[config.mk]
export PLATFORM = sky130hd
export DESIGN_NAME = mtp_top
export DESIGN_NICKNAME = d
export VERILOG_FILES = /design/src/hw/mtp_pkg.sv /design/src/hw/mtp_small_timer.sv /design/src/hw/mtp_top.sv
export SDC_FILE = /design/constraint.sdc
export NUM_CORES = 1
export LEC_CHECK = 0
export BUFFER_PORTS_ARGS = -buffer_cell sky130_fd_sc_hd__buf_2
export CELL_PAD_IN_SITES_DETAIL_PLACEMENT = 0
export CELL_PAD_IN_SITES_GLOBAL_PLACEMENT = 1
export CORE_UTILIZATION = 50
export CTS_CLUSTER_DIAMETER = 80
export DETAILED_ROUTE_END_ITERATION = 16
export PLACE_DENSITY = 0.77
export SKIP_CTS_REPAIR_TIMING = 1
export SYNTH_ARGS = -nofsm -noshare
export SYNTH_HDL_FRONTEND = slang
export SYNTH_SLANG_ARGS = --single-unit
[constraint.sdc]
create_clock -name REF_CLK -period 10.3 [get_ports REF_CLK]
set_clock_uncertainty 0.1 [all_clocks]
set_input_delay 2.06 -clock REF_CLK [delete_from_list [all_inputs] [get_ports REF_CLK]]
set_output_delay 2.06 -clock REF_CLK [all_outputs]
set_load 0.05 [all_outputs]
[src/hw/mtp_pkg.sv]
// Purpose: Shared constants for the multichannel timer and PWM group
// Assumes: Plain register port, 8-bit register data
// Notes:   Offsets are byte indices on the plain port
package mtp_pkg;
  localparam int          MTP_AW        = 5;
  localparam int          MTP_NCH       = 5;
  localparam int          MTP_PS_W      = 3;
  // Register offsets
  localparam logic [4:0]  MTP_A_CTRL    = 5'h00; // Main timer mode, prescale
  localparam logic [4:0]  MTP_A_PER_L   = 5'h01;
  localparam logic [4:0]  MTP_A_PER_H   = 5'h02;
  localparam logic [4:0]  MTP_A_CNT_L   = 5'h03;
  localparam logic [4:0]  MTP_A_CNT_H   = 5'h04;
  localparam logic [4:0]  MTP_A_CHMODE  = 5'h05; // 1 = capture per channel
  localparam logic [4:0]  MTP_A_FLAGS   = 5'h06; // Write one to clear
  localparam logic [4:0]  MTP_A_CMP_L0  = 5'h08; // Channel n low at 08+2n
  localparam logic [4:0]  MTP_A_CMP_H0  = 5'h09; // Channel n high at 09+2n
  localparam logic [4:0]  MTP_A_S_CTRL  = 5'h12; // Small timer k at 12+4k
  localparam logic [4:0]  MTP_A_S_PER   = 5'h13;
  localparam logic [4:0]  MTP_A_S_CMP   = 5'h14;
  localparam logic [4:0]  MTP_A_S_CNT   = 5'h15;
  localparam logic [4:0]  MTP_S_STRIDE  = 5'h04;
  // Control fields
  localparam int          MTP_F_MODE    = 0;   // Bits 1:0
  localparam int          MTP_F_PS      = 2;   // Bits 4:2
  localparam int          MTP_F_SMODE   = 0;   // Small timer bits 1:0
  localparam int          MTP_F_SPS     = 2;   // Small timer bits 4:2
  localparam int          MTP_F_SOVF    = 7;   // Small timer overflow flag
  localparam int          MTP_F_OVF     = 7;   // Main overflow in flags
  // Counting modes
  typedef enum logic [1:0] {
    MTP_STOP  = 2'h0,
    MTP_FREE  = 2'h1,
    MTP_EVENT = 2'h3,
    MTP_IR    = 2'h2
  } mtp_mode_t;
endpackage : mtp_pkg

[src/hw/mtp_small_timer.sv]
// Purpose: One 8-bit timer with prescaler, period and one PWM channel
// Assumes: Event input already synchronous to the clock
// Notes:   Its period wrap is offered to the main timer for IR mode
`timescale 1ns/10ps
module mtp_small_timer
  import mtp_pkg::*;
#(
  parameter int W = 8
) (
  input  wire logic                clk,
  input  wire logic                rst,
  input  wire mtp_pkg::mtp_mode_t  mode,
  input  wire logic [2:0]          ps_sel,
  input  wire logic [W-1:0]        period,
  input  wire logic [W-1:0]        compare,
  input  wire logic                ev_in,
  output logic [W-1:0]             count,
  output logic                     wrap,
  output logic                     pwm
);
  logic [6:0]   pre_q;
  logic         ev_q;
  logic         tick;
  logic [W-1:0] cnt_q;
  logic         pwm_q;

  // Prescaler divides by 2**ps_sel
  always_ff @(posedge clk or posedge rst) begin
    if (rst) begin
      pre_q <= 7'h00;
      ev_q  <= 1'b0;
    end else begin
      pre_q <= (tick || mode == MTP_STOP) ? 7'h00 : pre_q + 7'h01;
      ev_q  <= ev_in;
    end
  end

  always_comb begin
    case (mode)
      MTP_FREE, MTP_IR: tick = (pre_q == (7'(1) << ps_sel) - 7'h01);
      MTP_EVENT:        tick = ev_in && !ev_q;
      default:          tick = 1'b0;
    endcase
  end

  assign wrap = tick && (cnt_q == period);

  always_ff @(posedge clk or posedge rst) begin
    if (rst) begin
      cnt_q <= '0;
    end else if (wrap) begin
      cnt_q <= '0;
    end else if (tick) begin
      cnt_q <= cnt_q + W'(1);
    end
  end

  always_ff @(posedge clk or posedge rst) begin
    if (rst) begin
      pwm_q <= 1'b0;
    end else if (mode == MTP_STOP) begin
      pwm_q <= 1'b0;
    end else if (wrap) begin
      pwm_q <= (compare != '0);
    end else if (tick && (cnt_q + W'(1)) == compare) begin
      pwm_q <= 1'b0;
    end
  end

  assign count = cnt_q;
  assign pwm   = pwm_q;
endmodule : mtp_small_timer

[src/hw/mtp_top.sv]
// Purpose: 16-bit five-channel timer plus two 8-bit PWM timers
// Assumes: Inputs synchronous to REF_CLK, 10 MHz
// Notes:   Registers 8 bits wide, read data one cycle after strobe
//
// Function
// - Main 16-bit counter works as timer, event counter or PWM base
// - Main timer has selectable prescaler and 16-bit period
// - Five channels each with own 16-bit compare value
// - Each channel drives PWM output or captures count on edge
// - IR mode counts first small timer periods, ANDs outputs
// - Two further 8-bit timers with timer, counter, PWM
// - Each 8-bit timer has own prescaler and 8-bit period
// - Each 8-bit timer has one 8-bit compare channel
// - That channel makes PWM with duty from compare over period
//
// The address-and-strobe port and the address map were left to the implementer.
`timescale 1ns/10ps
module mtp_top
  import mtp_pkg::*;
#(
  parameter int NCH = MTP_NCH
) (
  input  wire logic              REF_CLK,
  input  wire logic              RST,
  input  wire logic [4:0]        ADDR,
  input  wire logic [7:0]        WDATA,
  input  wire logic              WR,
  input  wire logic              RD,
  output logic      [7:0]        RDATA,
  input  wire logic              EVT_MAIN,
  input  wire logic [NCH-1:0]    CAP_IN,
  input  wire logic [1:0]        EVT_SMALL,
  output logic      [NCH-1:0]    PWM_MAIN,
  output logic      [1:0]        PWM_SMALL,
  output logic      [1:0]        OVF_SMALL
);
  import mtp_pkg::*;

  logic [7:0]       ctrl_q;
  logic [15:0]      per_q;
  logic [NCH-1:0]   chmode_q;
  logic [15:0]      cmp_q [NCH];
  logic [15:0]      cnt_q;
  logic [6:0]       pre_q;
  logic             ev_q;
  logic [NCH-1:0]   cap_q;
  logic [NCH-1:0]   cflag_q;
  logic             ovf_q;
  logic [NCH-1:0]   pwm_q;
  logic [7:0]       rdata_q;
  logic [7:0]       sctrl_q [2];
  logic [7:0]       sper_q  [2];
  logic [7:0]       scmp_q  [2];
  logic [7:0]       scnt    [2];
  logic [1:0]       swrap;
  logic [1:0]       spwm;
  logic [1:0]       sovf_q;
  mtp_mode_t        mode;
  logic             tick;
  logic             wrap;

  assign mode = mtp_mode_t'(ctrl_q[MTP_F_MODE +: 2]);

  // Control registers; compare for a capture channel is also a latch
  always_ff @(posedge REF_CLK or posedge RST) begin
    if (RST) begin
      ctrl_q   <= 8'h00;
      per_q    <= 16'hFFFF;
      chmode_q <= '0;
    end else if (WR) begin
      case (ADDR)
        MTP_A_CTRL:   ctrl_q        <= WDATA;
        MTP_A_PER_L:  per_q[7:0]    <= WDATA;
        MTP_A_PER_H:  per_q[15:8]   <= WDATA;
        MTP_A_CHMODE: chmode_q      <= WDATA[NCH-1:0];
        default:      ctrl_q        <= ctrl_q;
      endcase
    end
  end

  // Main prescaler, divide by 2**ps
  always_ff @(posedge REF_CLK or posedge RST) begin
    if (RST) begin
      pre_q <= 7'h00;
      ev_q  <= 1'b0;
    end else begin
      pre_q <= (tick || mode == MTP_STOP) ? 7'h00 : pre_q + 7'h01;
      ev_q  <= EVT_MAIN;
    end
  end

  always_comb begin
    case (mode)
      MTP_FREE:  tick = (pre_q == (7'(1) << ctrl_q[MTP_F_PS +: MTP_PS_W])
                         - 7'h01);
      MTP_EVENT: tick = EVT_MAIN && !ev_q;
      MTP_IR:    tick = swrap[0];
      default:   tick = 1'b0;
    endcase
  end

  assign wrap = tick && (cnt_q == per_q);

  always_ff @(posedge REF_CLK or posedge RST) begin
    if (RST) begin
      cnt_q <= 16'h0000;
    end else if (wrap) begin
      cnt_q <= 16'h0000;
    end else if (tick) begin
      cnt_q <= cnt_q + 16'h0001;
    end
  end

  // overflow flags, set wins over clear
  always_ff @(posedge REF_CLK or posedge RST) begin
    if (RST) begin
      ovf_q  <= 1'b0;
      sovf_q <= 2'b00;
    end else begin
      ovf_q <= wrap ||
               (ovf_q && !(WR && ADDR == MTP_A_FLAGS && WDATA[MTP_F_OVF]));
      for (int k = 0; k < 2; k++) begin
        sovf_q[k] <= swrap[k] || (sovf_q[k] && !(WR && WDATA[MTP_F_SOVF]
                     && ADDR == MTP_A_S_CTRL + 5'(k) * MTP_S_STRIDE));
      end
    end
  end

  genvar i;
  generate
    for (i = 0; i < NCH; i++) begin : g_ch
      logic edge_hit;
      assign edge_hit = chmode_q[i] && CAP_IN[i] && !cap_q[i];

      // capture on rising edge, else software compare
      always_ff @(posedge REF_CLK or posedge RST) begin
        if (RST) begin
          cmp_q[i] <= 16'h0000;
        end else if (edge_hit) begin
          cmp_q[i] <= cnt_q;
        end else if (WR && ADDR == MTP_A_CMP_L0 + 5'(2 * i)) begin
          cmp_q[i][7:0] <= WDATA;
        end else if (WR && ADDR == MTP_A_CMP_H0 + 5'(2 * i)) begin
          cmp_q[i][15:8] <= WDATA;
        end
      end

      // capture flag, set wins over clear
      always_ff @(posedge REF_CLK or posedge RST) begin
        if (RST) begin
          cap_q[i]   <= 1'b0;
          cflag_q[i] <= 1'b0;
        end else begin
          cap_q[i]   <= CAP_IN[i];
          cflag_q[i] <= edge_hit || (cflag_q[i] &&
                        !(WR && ADDR == MTP_A_FLAGS && WDATA[i]));
        end
      end

      // PWM high at start, low at compare
      always_ff @(posedge REF_CLK or posedge RST) begin
        if (RST) begin
          pwm_q[i] <= 1'b0;
        end else if (chmode_q[i] || mode == MTP_STOP) begin
          pwm_q[i] <= 1'b0;
        end else if (wrap) begin
          pwm_q[i] <= (cmp_q[i] != 16'h0000);
        end else if (tick && (cnt_q + 16'h0001) == cmp_q[i]) begin
          pwm_q[i] <= 1'b0;
        end
      end

      assign PWM_MAIN[i] = (mode == MTP_IR) ? (pwm_q[i] & spwm[0])
                                            : pwm_q[i];
    end
  endgenerate

  genvar k;
  generate
    for (k = 0; k < 2; k++) begin : g_small
      always_ff @(posedge REF_CLK or posedge RST) begin
        if (RST) begin
          sctrl_q[k] <= 8'h00;
          sper_q[k]  <= 8'hFF;
          scmp_q[k]  <= 8'h00;
        end else if (WR) begin
          if (ADDR == MTP_A_S_CTRL + 5'(k) * MTP_S_STRIDE)
            sctrl_q[k] <= WDATA;
          if (ADDR == MTP_A_S_PER + 5'(k) * MTP_S_STRIDE)
            sper_q[k] <= WDATA;
          if (ADDR == MTP_A_S_CMP + 5'(k) * MTP_S_STRIDE)
            scmp_q[k] <= WDATA;
        end
      end

      mtp_small_timer #(.W(8)) u_st (
        .clk     (REF_CLK),
        .rst     (RST),
        .mode    (mtp_mode_t'(sctrl_q[k][MTP_F_SMODE +: 2])),
        .ps_sel  (sctrl_q[k][MTP_F_SPS +: MTP_PS_W]),
        .period  (sper_q[k]),
        .compare (scmp_q[k]),
        .ev_in   (EVT_SMALL[k]),
        .count   (scnt[k]),
        .wrap    (swrap[k]),
        .pwm     (spwm[k])
      );
      assign PWM_SMALL[k] = spwm[k];
    end
  endgenerate

  assign OVF_SMALL = sovf_q;

  // Read data one cycle after strobe; unmapped reads give zero
  always_ff @(posedge REF_CLK or posedge RST) begin
    if (RST) begin
      rdata_q <= 8'h00;
    end else if (RD) begin
      rdata_q <= 8'h00;
      case (ADDR)
        MTP_A_CTRL:   rdata_q <= ctrl_q;
        MTP_A_PER_L:  rdata_q <= per_q[7:0];
        MTP_A_PER_H:  rdata_q <= per_q[15:8];
        MTP_A_CNT_L:  rdata_q <= cnt_q[7:0];
        MTP_A_CNT_H:  rdata_q <= cnt_q[15:8];
        MTP_A_CHMODE: rdata_q <= 8'(chmode_q);
        MTP_A_FLAGS:  rdata_q <= {ovf_q, 2'b00, cflag_q};
        default: begin
          for (int n = 0; n < NCH; n++) begin
            if (ADDR == MTP_A_CMP_L0 + 5'(2 * n)) rdata_q <= cmp_q[n][7:0];
            if (ADDR == MTP_A_CMP_H0 + 5'(2 * n)) rdata_q <= cmp_q[n][15:8];
          end
          for (int m = 0; m < 2; m++) begin
            if (ADDR == MTP_A_S_CTRL + 5'(m) * MTP_S_STRIDE)
              rdata_q <= {sovf_q[m], sctrl_q[m][6:0]};
            if (ADDR == MTP_A_S_PER + 5'(m) * MTP_S_STRIDE)
              rdata_q <= sper_q[m];
            if (ADDR == MTP_A_S_CMP + 5'(m) * MTP_S_STRIDE)
              rdata_q <= scmp_q[m];
            if (ADDR == MTP_A_S_CNT + 5'(m) * MTP_S_STRIDE)
              rdata_q <= scnt[m];
          end
        end
      endcase
    end
  end

  assign RDATA = rdata_q;
endmodule : mtp_top

# Word-level counts from Yosys, hierarchy flattened
# Cells that the tools add are included.
dict set report op_classes {
  n_reduce_logical 131
  eq_ne 51
  addsub 9
  bitwise 5
  muxes 77
  shift 3
}
# cell n
set op_table {}
lappend op_table {{8-bit 2-to-1 mux} 37}
lappend op_table {{16-bit 2-to-1 mux} 7}
lappend op_table {{16-bit == test} 6}
lappend op_table {{16-bit nonzero test} 5}
lappend op_table {{8-bit one-hot mux with 7 select lines} 1}
lappend op_table {{1-bit logical AND} 51}
lappend op_table {{5-bit == test (second input constant)} 10}
lappend op_table {{5-bit by 4-bit == test with 1-bit output (second input constant)} 8}
lappend op_table {{8-bit == test} 4}
lappend op_table {{2-bit AND reduction} 15}
lappend op_table {{1-bit 2-to-1 mux} 26}
lappend op_table {{2-bit nonzero test} 13}
lappend op_table {{7-bit by 1-bit adder with 7-bit output (second input constant)} 3}
lappend op_table {{7-bit == test} 3}
lappend op_table {{7-bit 2-to-1 mux} 3}
lappend op_table {{3-bit nonzero test} 7}
lappend op_table {{1-bit by 3-bit left shift with 7-bit output (first input constant)} 3}
lappend op_table {{7-bit by 1-bit subtractor with 7-bit output (second input constant)} 3}
lappend op_table {{16-bit by 1-bit adder with 16-bit output (second input constant)} 1}
lappend op_table {{8-bit by 1-bit adder with 8-bit output (second input constant)} 2}
lappend op_table {{1-bit zero test} 16}
lappend op_table {{1-bit logical OR} 16}
lappend op_table {{8-bit nonzero test} 2}
lappend op_table {{5-bit by 3-bit == test with 1-bit output (second input constant)} 3}
lappend op_table {{11 further kinds} 31}
dict set report word_totals {
  output_inout_bits 17
  ff_bits 239
}

# Logic depth before layout (Yosys ltp)
# Gate-level depths: netlist (run 1).
dict set report logic_depth {
  word_depth 20
  mapped_depth 10
  depth_no_buf 8
}

# Modules after synthesis
# A second synthesis (run 1) with hierarchy kept.
dict set report hier_totals {
  hier_cells 1701
  area_unflattened_um2 15523.6
}
# module seq_area_each_um2 n_inst area_each_um2 cells_each
set by_module_without_submodules {}
lappend by_module_without_submodules {mtp_top 5170.0 1 12658.4 1355}
lappend by_module_without_submodules {mtp_small_timer 425.4 2 1432.6 173}

# Worst setup path after synthesis (run 1)
# OpenSTA, ideal clock, no wires.
dict set report synth_timing {
  path_kind {input -> register}
  startpoint {input ADDR[2]}
  endpoint {register sctrl_q[10] in the netlist's numbering}
  t_arrival_ns 3.748
  n_path_buf 3
  stages 5
  setup_slack_ns 6.328
  required_time_ns 10.075
  cell_sequence {clkbuf_1 -> clkbuf_1 -> buf_1 -> nor3_1 -> mux2_2}
}
dict set report synth_via {
  elab_chain_cells 2
}
# element line_no
set synth_lines {}
lappend synth_lines {{from (decl)} mtp_top.sv:25} ;# input wire logic [4:0] ADDR,
lappend synth_lines {{5-bit == test} mtp_top.sv:187} ;# if (ADDR == MTP_A_S_CTRL + 5'(k) * MTP_S_STRIDE)
lappend synth_lines {{2-bit AND reduction (no line)} --}
lappend synth_lines {{to (signal, indexed assignment)} mtp_top.sv:183} ;# sctrl_q[k] <= 8'h00;
lappend synth_lines {{to (signal, indexed assignment)} mtp_top.sv:188} ;# sctrl_q[k] <= WDATA;
lappend synth_lines {{to (decl)} mtp_top.sv:51} ;# logic [7:0] sctrl_q [2];
# Every way passes these cells.
# A chain may end at the register's enable or synchronous reset.

# Worst setup path after layout (run 1)
dict set report layout_timing {
  startpoint {register ctrl_q[0]}
  endpoint {output PWM_MAIN[1]}
}
dict set report layout_via {
  elab_chain_cells 2
}
# element line_no
set layout_lines {}
lappend layout_lines {{from (decl)} mtp_top.sv:39} ;# logic [7:0] ctrl_q;
lappend layout_lines {{from (signal assigned)} mtp_top.sv:76} ;# default: ctrl_q <= ctrl_q;
lappend layout_lines {{2-bit == test} mtp_top.sv:173} ;# assign PWM_MAIN[i] = (mode == MTP_IR) ? (pwm_q[i] & spwm[0])
lappend layout_lines {{1-bit 2-to-1 mux} mtp_top.sv:173}
lappend layout_lines {{to (decl)} mtp_top.sv:33} ;# output logic [NCH-1:0] PWM_MAIN,
# Every way passes these cells.

==> results of run 1 <==
[cells in the final DEF, fill, tap and decap left out, types with 13 or more instances in the layout]
cell	n
o21ai_0	82
mux2i_1	88
mux2_2	79
and3_1	20
buf_2	41
buf_4	26
nor2_1	196
clkbuf_16	29
inv_1	28
nor4_1	33
o31ai_1	25
nand2b_1	23
xnor2_1	100
xor2_1	45
o211ai_1	13
nand3_1	54
a21oi_1	125
dfrtp_1	207
nand4_1	31
nand2_1	105
dfstp_2	32
nor2b_1	19
[metrics by stage]
| step | hold slack, ns | cells | utilization, % | setup slack (ns) |
|---|---|---|---|---|
| floorplan | 0.346 | 1655 | - | 1.63 |
| detailed placement | 0.372 | 1985 | 52.6 | 5.38 |
| global placement | 0.366 | 1985 | 52.6 | 5.44 |
| finish | 0.384 | 2041 | 55.8 | 5.79 |
| CTS | 0.387 | 2039 | 55.7 | 5.80 |
| global route | 0.401 | 2041 | 55.8 | 5.63 |
[cell families after synthesis]
group	share of synthesized area, %
adders and majority gates	0.882
xor gates and xnor gates	9.93
AOI/OAI and AO/OA	15.5
and+or+nand+nor	17.5
muxes	12.7
buffers and inverters	4.16
DFF	39.3
[power by group through the flow]
stage                     clock (mW)  sequential [mW]  combinational (mW)
after detailed placement           0             1.69                1.17
after CTS                       1.04             1.68                1.17
after floorplan                    0             1.48               0.939
after global routing            1.07             1.72                1.30
final                           1.03             1.71                1.18
after global placement             0             1.69                1.14
[final cells by class]
class / instances / area [µm²]
sequential: 239 / 6020
clock inverter: 11 / 128
tap: 390 / 488
antenna: 1 / 2.50
inverter: 29 / 116
clock buffer: 43 / 818
fill: 2706 / 13200
multi-input combinational: 1260 / 8680
timing repair buffer: 68 / 408
[how the worst max path moves through the flow]
stage                             endpoint
floorplan           OVF_SMALL[0]$_DFF_PP0_
global placement      RDATA[7]$_DFFE_PP0P_
detailed placement    RDATA[1]$_DFFE_PP0P_
CTS                            PWM_MAIN[1]
global route          RDATA[0]$_DFFE_PP0P_
finish                         PWM_MAIN[1]
[worst reg2reg max path, cell delays in order, from the launching register on]
cell and delay, ns:
dfrtp_1 0.90, nand3_2 0.42, nor4_4 0.89, xor2_1 0.13, a2111oi_0 0.56, nand4_1 0.19
o41ai_1 0.35, o211ai_1 0.15
[state kept, by name, indices dropped and copies added (netlist names), 8 cells and up]
name and flops:
RDATA 8, cmp_q 80, cnt_q 16, ctrl_q 8, g_small.u_st.count 16, g_small.u_st.pre_q 14
per_q 16, scmp_q 16, sctrl_q 14, sper_q 16
[layer usage]
layer	share of wire, %	track usage, %	vias up
met2	43	52.8	755
li1	-	-	5940
met3	10	6.70	135
met4	3.5	11.0	0
met1	44	53.0	6594
met5	0	0	-
==> results.sh, run 1 <==
export IMPL_ys_top_cells_by_count="207 x dfrtp_1, 196 x nor2_1, 125 x a21oi_1"
export IMPL_hold_path_depth=2
export IMPL_slowest_delay_ns=0.67
export IMPL_clockBufferDepth=3
export IMPL_place_area_um2=15700
export IMPL_worstSetupPathType="flop to output pin"
export IMPL_synth_distinct_cells=84
export IMPL_p_total_mw=3.91
export IMPL_syn_nets=1690
export IMPL_design_area_um2=16700
export IMPL_grt_pass1_wl_mm=83.5
export IMPL_crit_path_start_kind="flop"
export IMPL_die_y_um=177
export IMPL_async_flop_share_pct=100
export IMPL_synth_seq_area_share_pct=39.3
export IMPL_die_area_um2=31400
export IMPL_critPathLaunch="ctrl_q[0]$_DFFE_PP0P_"
export IMPL_swShare_pct=39.5
export IMPL_ys_ff_latch=239
export IMPL_crit_required_ns=8.14
export IMPL_initial_core_util_pct=51.3
export IMPL_grt_antenna_before_repair=1
export IMPL_wl_per_cell_um=27.2
export IMPL_worstSkewPairLatency_ns=0.57
export IMPL_pwr_share_comb_pct=30.1
export IMPL_r2r_end="pwm_q[3]$_DFFE_PP0P_"
export IMPL_yosys_top_cells_area="dfrtp_1 34%, mux2_2 5.8%, mux2i_1 5.7%, xnor2_1 5.7%, dfstp_2 5.5%"
export IMPL_track_usage_pct=35.9
export IMPL_final_period_utilization_pct=43.8
export IMPL_gp_congestion=0.956
export IMPL_critical_path_depth=4
export IMPL_finalHoldViolations=0
export IMPL_vias=13400
export IMPL_drt_initial_drc_count=1632
export IMPL_grt_max_degree=110
export IMPL_setup_violations=0
export IMPL_num_io_pins=42
export IMPL_clock_sinks=239
export IMPL_hpwl_mm=37.6
export IMPL_cp_num_buf_inv=1
export IMPL_drt_wl_total_mm=55.6
export IMPL_avgSynthCellArea_um2=9.26
export IMPL_nets=1662
export IMPL_synthCells=1655
export IMPL_synthFlopType="dfrtp_1"
export IMPL_firstDrtPassIters=7
export IMPL_cp_end_kind="output pin"
export IMPL_path_cells="nand2b_1 > nor2_1 > nor2b_1 > buf_2"
export IMPL_io_buffers=41
export IMPL_grt_pass1_vias=12600
export IMPL_power_density_nw_per_um2=235
export IMPL_cts_tree="yes"
export IMPL_slew_headroom_pct=17.1
export IMPL_crit_arrival_ns=2.35
export IMPL_synth_top_area_share_pct=33.8
export IMPL_seq_power_share_pct=43.6
export IMPL_clkPwrFrac_pct=26.2
export IMPL_worstMarginPinSlew_ns=1.24
export IMPL_tns_ns=0
export IMPL_die_x_um=177
export IMPL_r2r_start="cnt_q[9]$_DFFE_PP0P_"
export IMPL_drv_slew=0
export IMPL_viasPerCell=6.58
export IMPL_yosysMostFrequentCell="dfrtp_1"
export IMPL_synth_largest_area_cell="dfrtp_1"
export IMPL_fp_coreArea_um2=29900
export IMPL_holdCritPathClass="flop to flop"
export IMPL_h_tree_depth=1
export IMPL_rr_worst_depth=7
export IMPL_clk_pin_slew_worst_paths_ns=0.06
export IMPL_synth_edff_count=0
export IMPL_cts_root_buf="clkbuf_16"
export IMPL_cts_buffers=29
export IMPL_maxCapViolCount=0
export IMPL_irDropWorstVdd_v=0.000160
export IMPL_drc=0
export IMPL_hold_start="cflag_q[4]$_DFF_PP0_"
export IMPL_area_delta_synth_final_pct=8.74
export IMPL_r2r_slack_ns=6.48
export IMPL_cp_slowest_cell="nor2_1"
export IMPL_drtAntennaViolNets=0
export IMPL_min_to="cflag_q[4]$_DFF_PP0_"
export IMPL_cpLargestDelayFamily="simple AND/OR/NAND/NOR gates"
export IMPL_drive_above_1_share_pct=15.4
export IMPL_period_needed_ns=4.51
export IMPL_fmax_ghz=0.222
export IMPL_netlist_area_um2=15300
export IMPL_critPathMaxFanout=6
export IMPL_std_cell_rows=63
export IMPL_rsz0062_at_grt="false"
export IMPL_status="finished, final reports clean"
export IMPL_leakagePower_nw=6.91
export IMPL_grt_remaining_overflow=0
export IMPL_p_sw_mw=1.55
export IMPL_ys_warn_count=0
export IMPL_p_int_mw=2.37
No activity file was read; power rests on OpenSTA's default activity.
==> inputs of run 2 (changes only) <==
==> constraint.sdc (replaced) <==
create_clock -name REF_CLK -period 4.7 [get_ports REF_CLK]
set_clock_uncertainty 0.1 [all_clocks]
set_input_delay 0.94 -clock REF_CLK [delete_from_list [all_inputs] [get_ports REF_CLK]]
set_output_delay 0.94 -clock REF_CLK [all_outputs]
set_load 0.05 [all_outputs]
==> results.sh, run 2 (same netlist as run 1, synthesis figures left out) <==
export IMPL_layout_commonest_cell="dfrtp_1"
export IMPL_finalHoldViolations=0
export IMPL_drive_above_1_share_pct=16.4
export IMPL_crit_arrival_ns=3.76
export IMPL_grt_antenna_before_repair=1
export IMPL_p_total_mw=8.66
export IMPL_num_io_pins=42
export IMPL_instances_no_fill=2055
export IMPL_power_density_nw_per_um2=514
export IMPL_std_cell_rows=63
export IMPL_die_x_um=177
export IMPL_io_buffers=41
export IMPL_holdCritPathClass="primary input to asynchronous set/reset pin"
export IMPL_grt_max_degree=90
export IMPL_crit_required_ns=5.02
export IMPL_firstDrtPassIters=6
export IMPL_final_period_utilization_pct=73.3
export IMPL_initial_core_util_pct=51.3
export IMPL_leakagePower_nw=7.01
export IMPL_cts_buffers=29
export IMPL_drtAntennaViolNets=0
export IMPL_clk_pin_slew_worst_paths_ns=0.06
export IMPL_wl_per_cell_um=27.4
export IMPL_fp_coreArea_um2=29900
export IMPL_endpoint="pwm_q[4]$_DFFE_PP0P_"
export IMPL_worstMarginPinSlew_ns=1.23
export IMPL_fmax_ghz=0.290
export IMPL_cts_root_buf="clkbuf_16"
export IMPL_path_cells="ha_1 > and3_1 > nand3_1 > xor2_2 > xnor2_1 > or4_1 > o41ai_1 > a21oi_1"
export IMPL_cp_end_kind="flop"
export IMPL_viasPerCell=6.66
export IMPL_die_area_um2=31400
export IMPL_h_tree_depth=1
export IMPL_dp_cells=2000
export IMPL_critical_path_depth=8
export IMPL_regMostFlops="cmp_q"
export IMPL_clock_sinks=239
export IMPL_critPathMaxFanout=13
export IMPL_period_needed_ns=3.44
export IMPL_r2r_slack_ns=1.26
export IMPL_irDropWorstVdd_v=0.000323
export IMPL_highest_layer="met4"
export IMPL_grt_pass1_wl_mm=84.7
export IMPL_vias=13700
export IMPL_grt_pass1_vias=13000
export IMPL_wl_met2_mm=23.9
export IMPL_slowest_delay_ns=0.61
export IMPL_drt_initial_drc_count=1897
export IMPL_drv_slew=0
export IMPL_hpwl_mm=39.1
export IMPL_rr_worst_depth=8
export IMPL_nets=1676
export IMPL_crit_path_start_kind="flop"
export IMPL_area_delta_synth_final_pct=9.85
export IMPL_worstSetupPathType="flop to flop"
export IMPL_setup_violations=0
export IMPL_clockBufferDepth=3
export IMPL_status="finished, final reports clean"
export IMPL_holdWs_ns=0.358
export IMPL_slew_headroom_pct=18.1
export IMPL_r2r_end="pwm_q[4]$_DFFE_PP0P_"
export IMPL_final_core_util_pct=56.3
export IMPL_drt_wl_total_mm=56.3
export IMPL_drc=0
export IMPL_cp_slowest_cell="and3_1"
export IMPL_tns_ns=0
export IMPL_cpLargestDelayFamily="simple AND/OR/NAND/NOR gates"
export IMPL_most_common_layout_cells="207 x dfrtp_1, 196 x nor2_1, 125 x a21oi_1, 105 x nand2_1, 100 x xnor2_1"
export IMPL_met3WireLength_mm=6.27
export IMPL_cp_num_buf_inv=0
export IMPL_worstSkewPairLatency_ns=0.57
export IMPL_maxCapViolCount=0
export IMPL_critPathLaunch="cnt_q[1]$_DFFE_PP0P_"
export IMPL_rsz0062_at_grt="false"
export IMPL_grt_remaining_overflow=0
export IMPL_cts_tree="yes"
export IMPL_r2r_start="cnt_q[1]$_DFFE_PP0P_"
export IMPL_die_y_um=177
export IMPL_track_usage_pct=36.4
export IMPL_gp_congestion=0.985
export IMPL_wl_met1_mm=24.0
export IMPL_largest_reg_flops=80
[run 2: cell count changes in the layout (fill, tap and decap cells not counted), moves of 2 or more]
cell	change
clkbuf_1	-5
buf_12	+3
clkinvlp_4	+3
buf_4	+12
clkinv_2	+2
[run 2: cell type report]
| type | instances | area [µm²] |
|---|---|---|
| Timing Repair Buffer | 82 | 551 |
| Clock buffer | 40 | 838 |
| Tap cell | 390 | 488 |
| Antenna cell | 1 | 2.50 |
| Sequential cell | 239 | 6020 |
| Clock inverter | 14 | 139 |
| Fill cell | 2803 | 13000 |
| Inverter | 29 | 113 |
| Multi-Input combinational cell | 1260 | 8680 |
[run 2: report_power, final]
| part | switching, mW | internal (mW) |
|---|---|---|
| sequential | 1.11 | 2.66 |
| clock | 0.962 | 1.32 |
| combinational | 1.38 | 1.22 |
| total | 3.45 | 5.20 |
[run 2: worst min-delay path by stage]
stage	slack (ns)	startpoint	endpoint	depth (start not counted)
detailed placement	0.37	cflag_q[4]$_DFF_PP0_	cflag_q[4]$_DFF_PP0_	2
finish	0.36	RST	cnt_q[2]$_DFFE_PP0P_	2
global placement	0.36	cflag_q[4]$_DFF_PP0_	cflag_q[4]$_DFF_PP0_	2
CTS	0.36	RST	cnt_q[4]$_DFFE_PP0P_	2
floorplan	0.35	cflag_q[3]$_DFF_PP0_	cflag_q[3]$_DFF_PP0_	2
global route	0.38	CAP_IN[0]	cap_q[0]$_DFF_PP0_	1
[run 2: routing by layer]
layer  track usage, %  vias up
met5                0        -
met4             12.4        0
met3             9.34      159
met2             52.4      783
met1             52.6     6781
li1                 -     5965
[run 2: per-stage QoR]
step	setup WS [ns]	cell area, µm²
6_report	1.26	16800
5_1_grt	1.18	16800
4_1_cts	1.34	16800
3_5_place_dp	1.17	15900
3_3_place_gp	1.14	15900
2_1_floorplan	0.552	15300
[run 2: worst register-to-register path: stages (launching register included)]
cell and delay, ns:
dfrtp_1 0.45, ha_1 0.34, and3_1 0.61, nand3_1 0.23, xor2_2 0.53, xnor2_1 0.14
or4_1 0.49, o41ai_1 0.31, a21oi_1 0.10
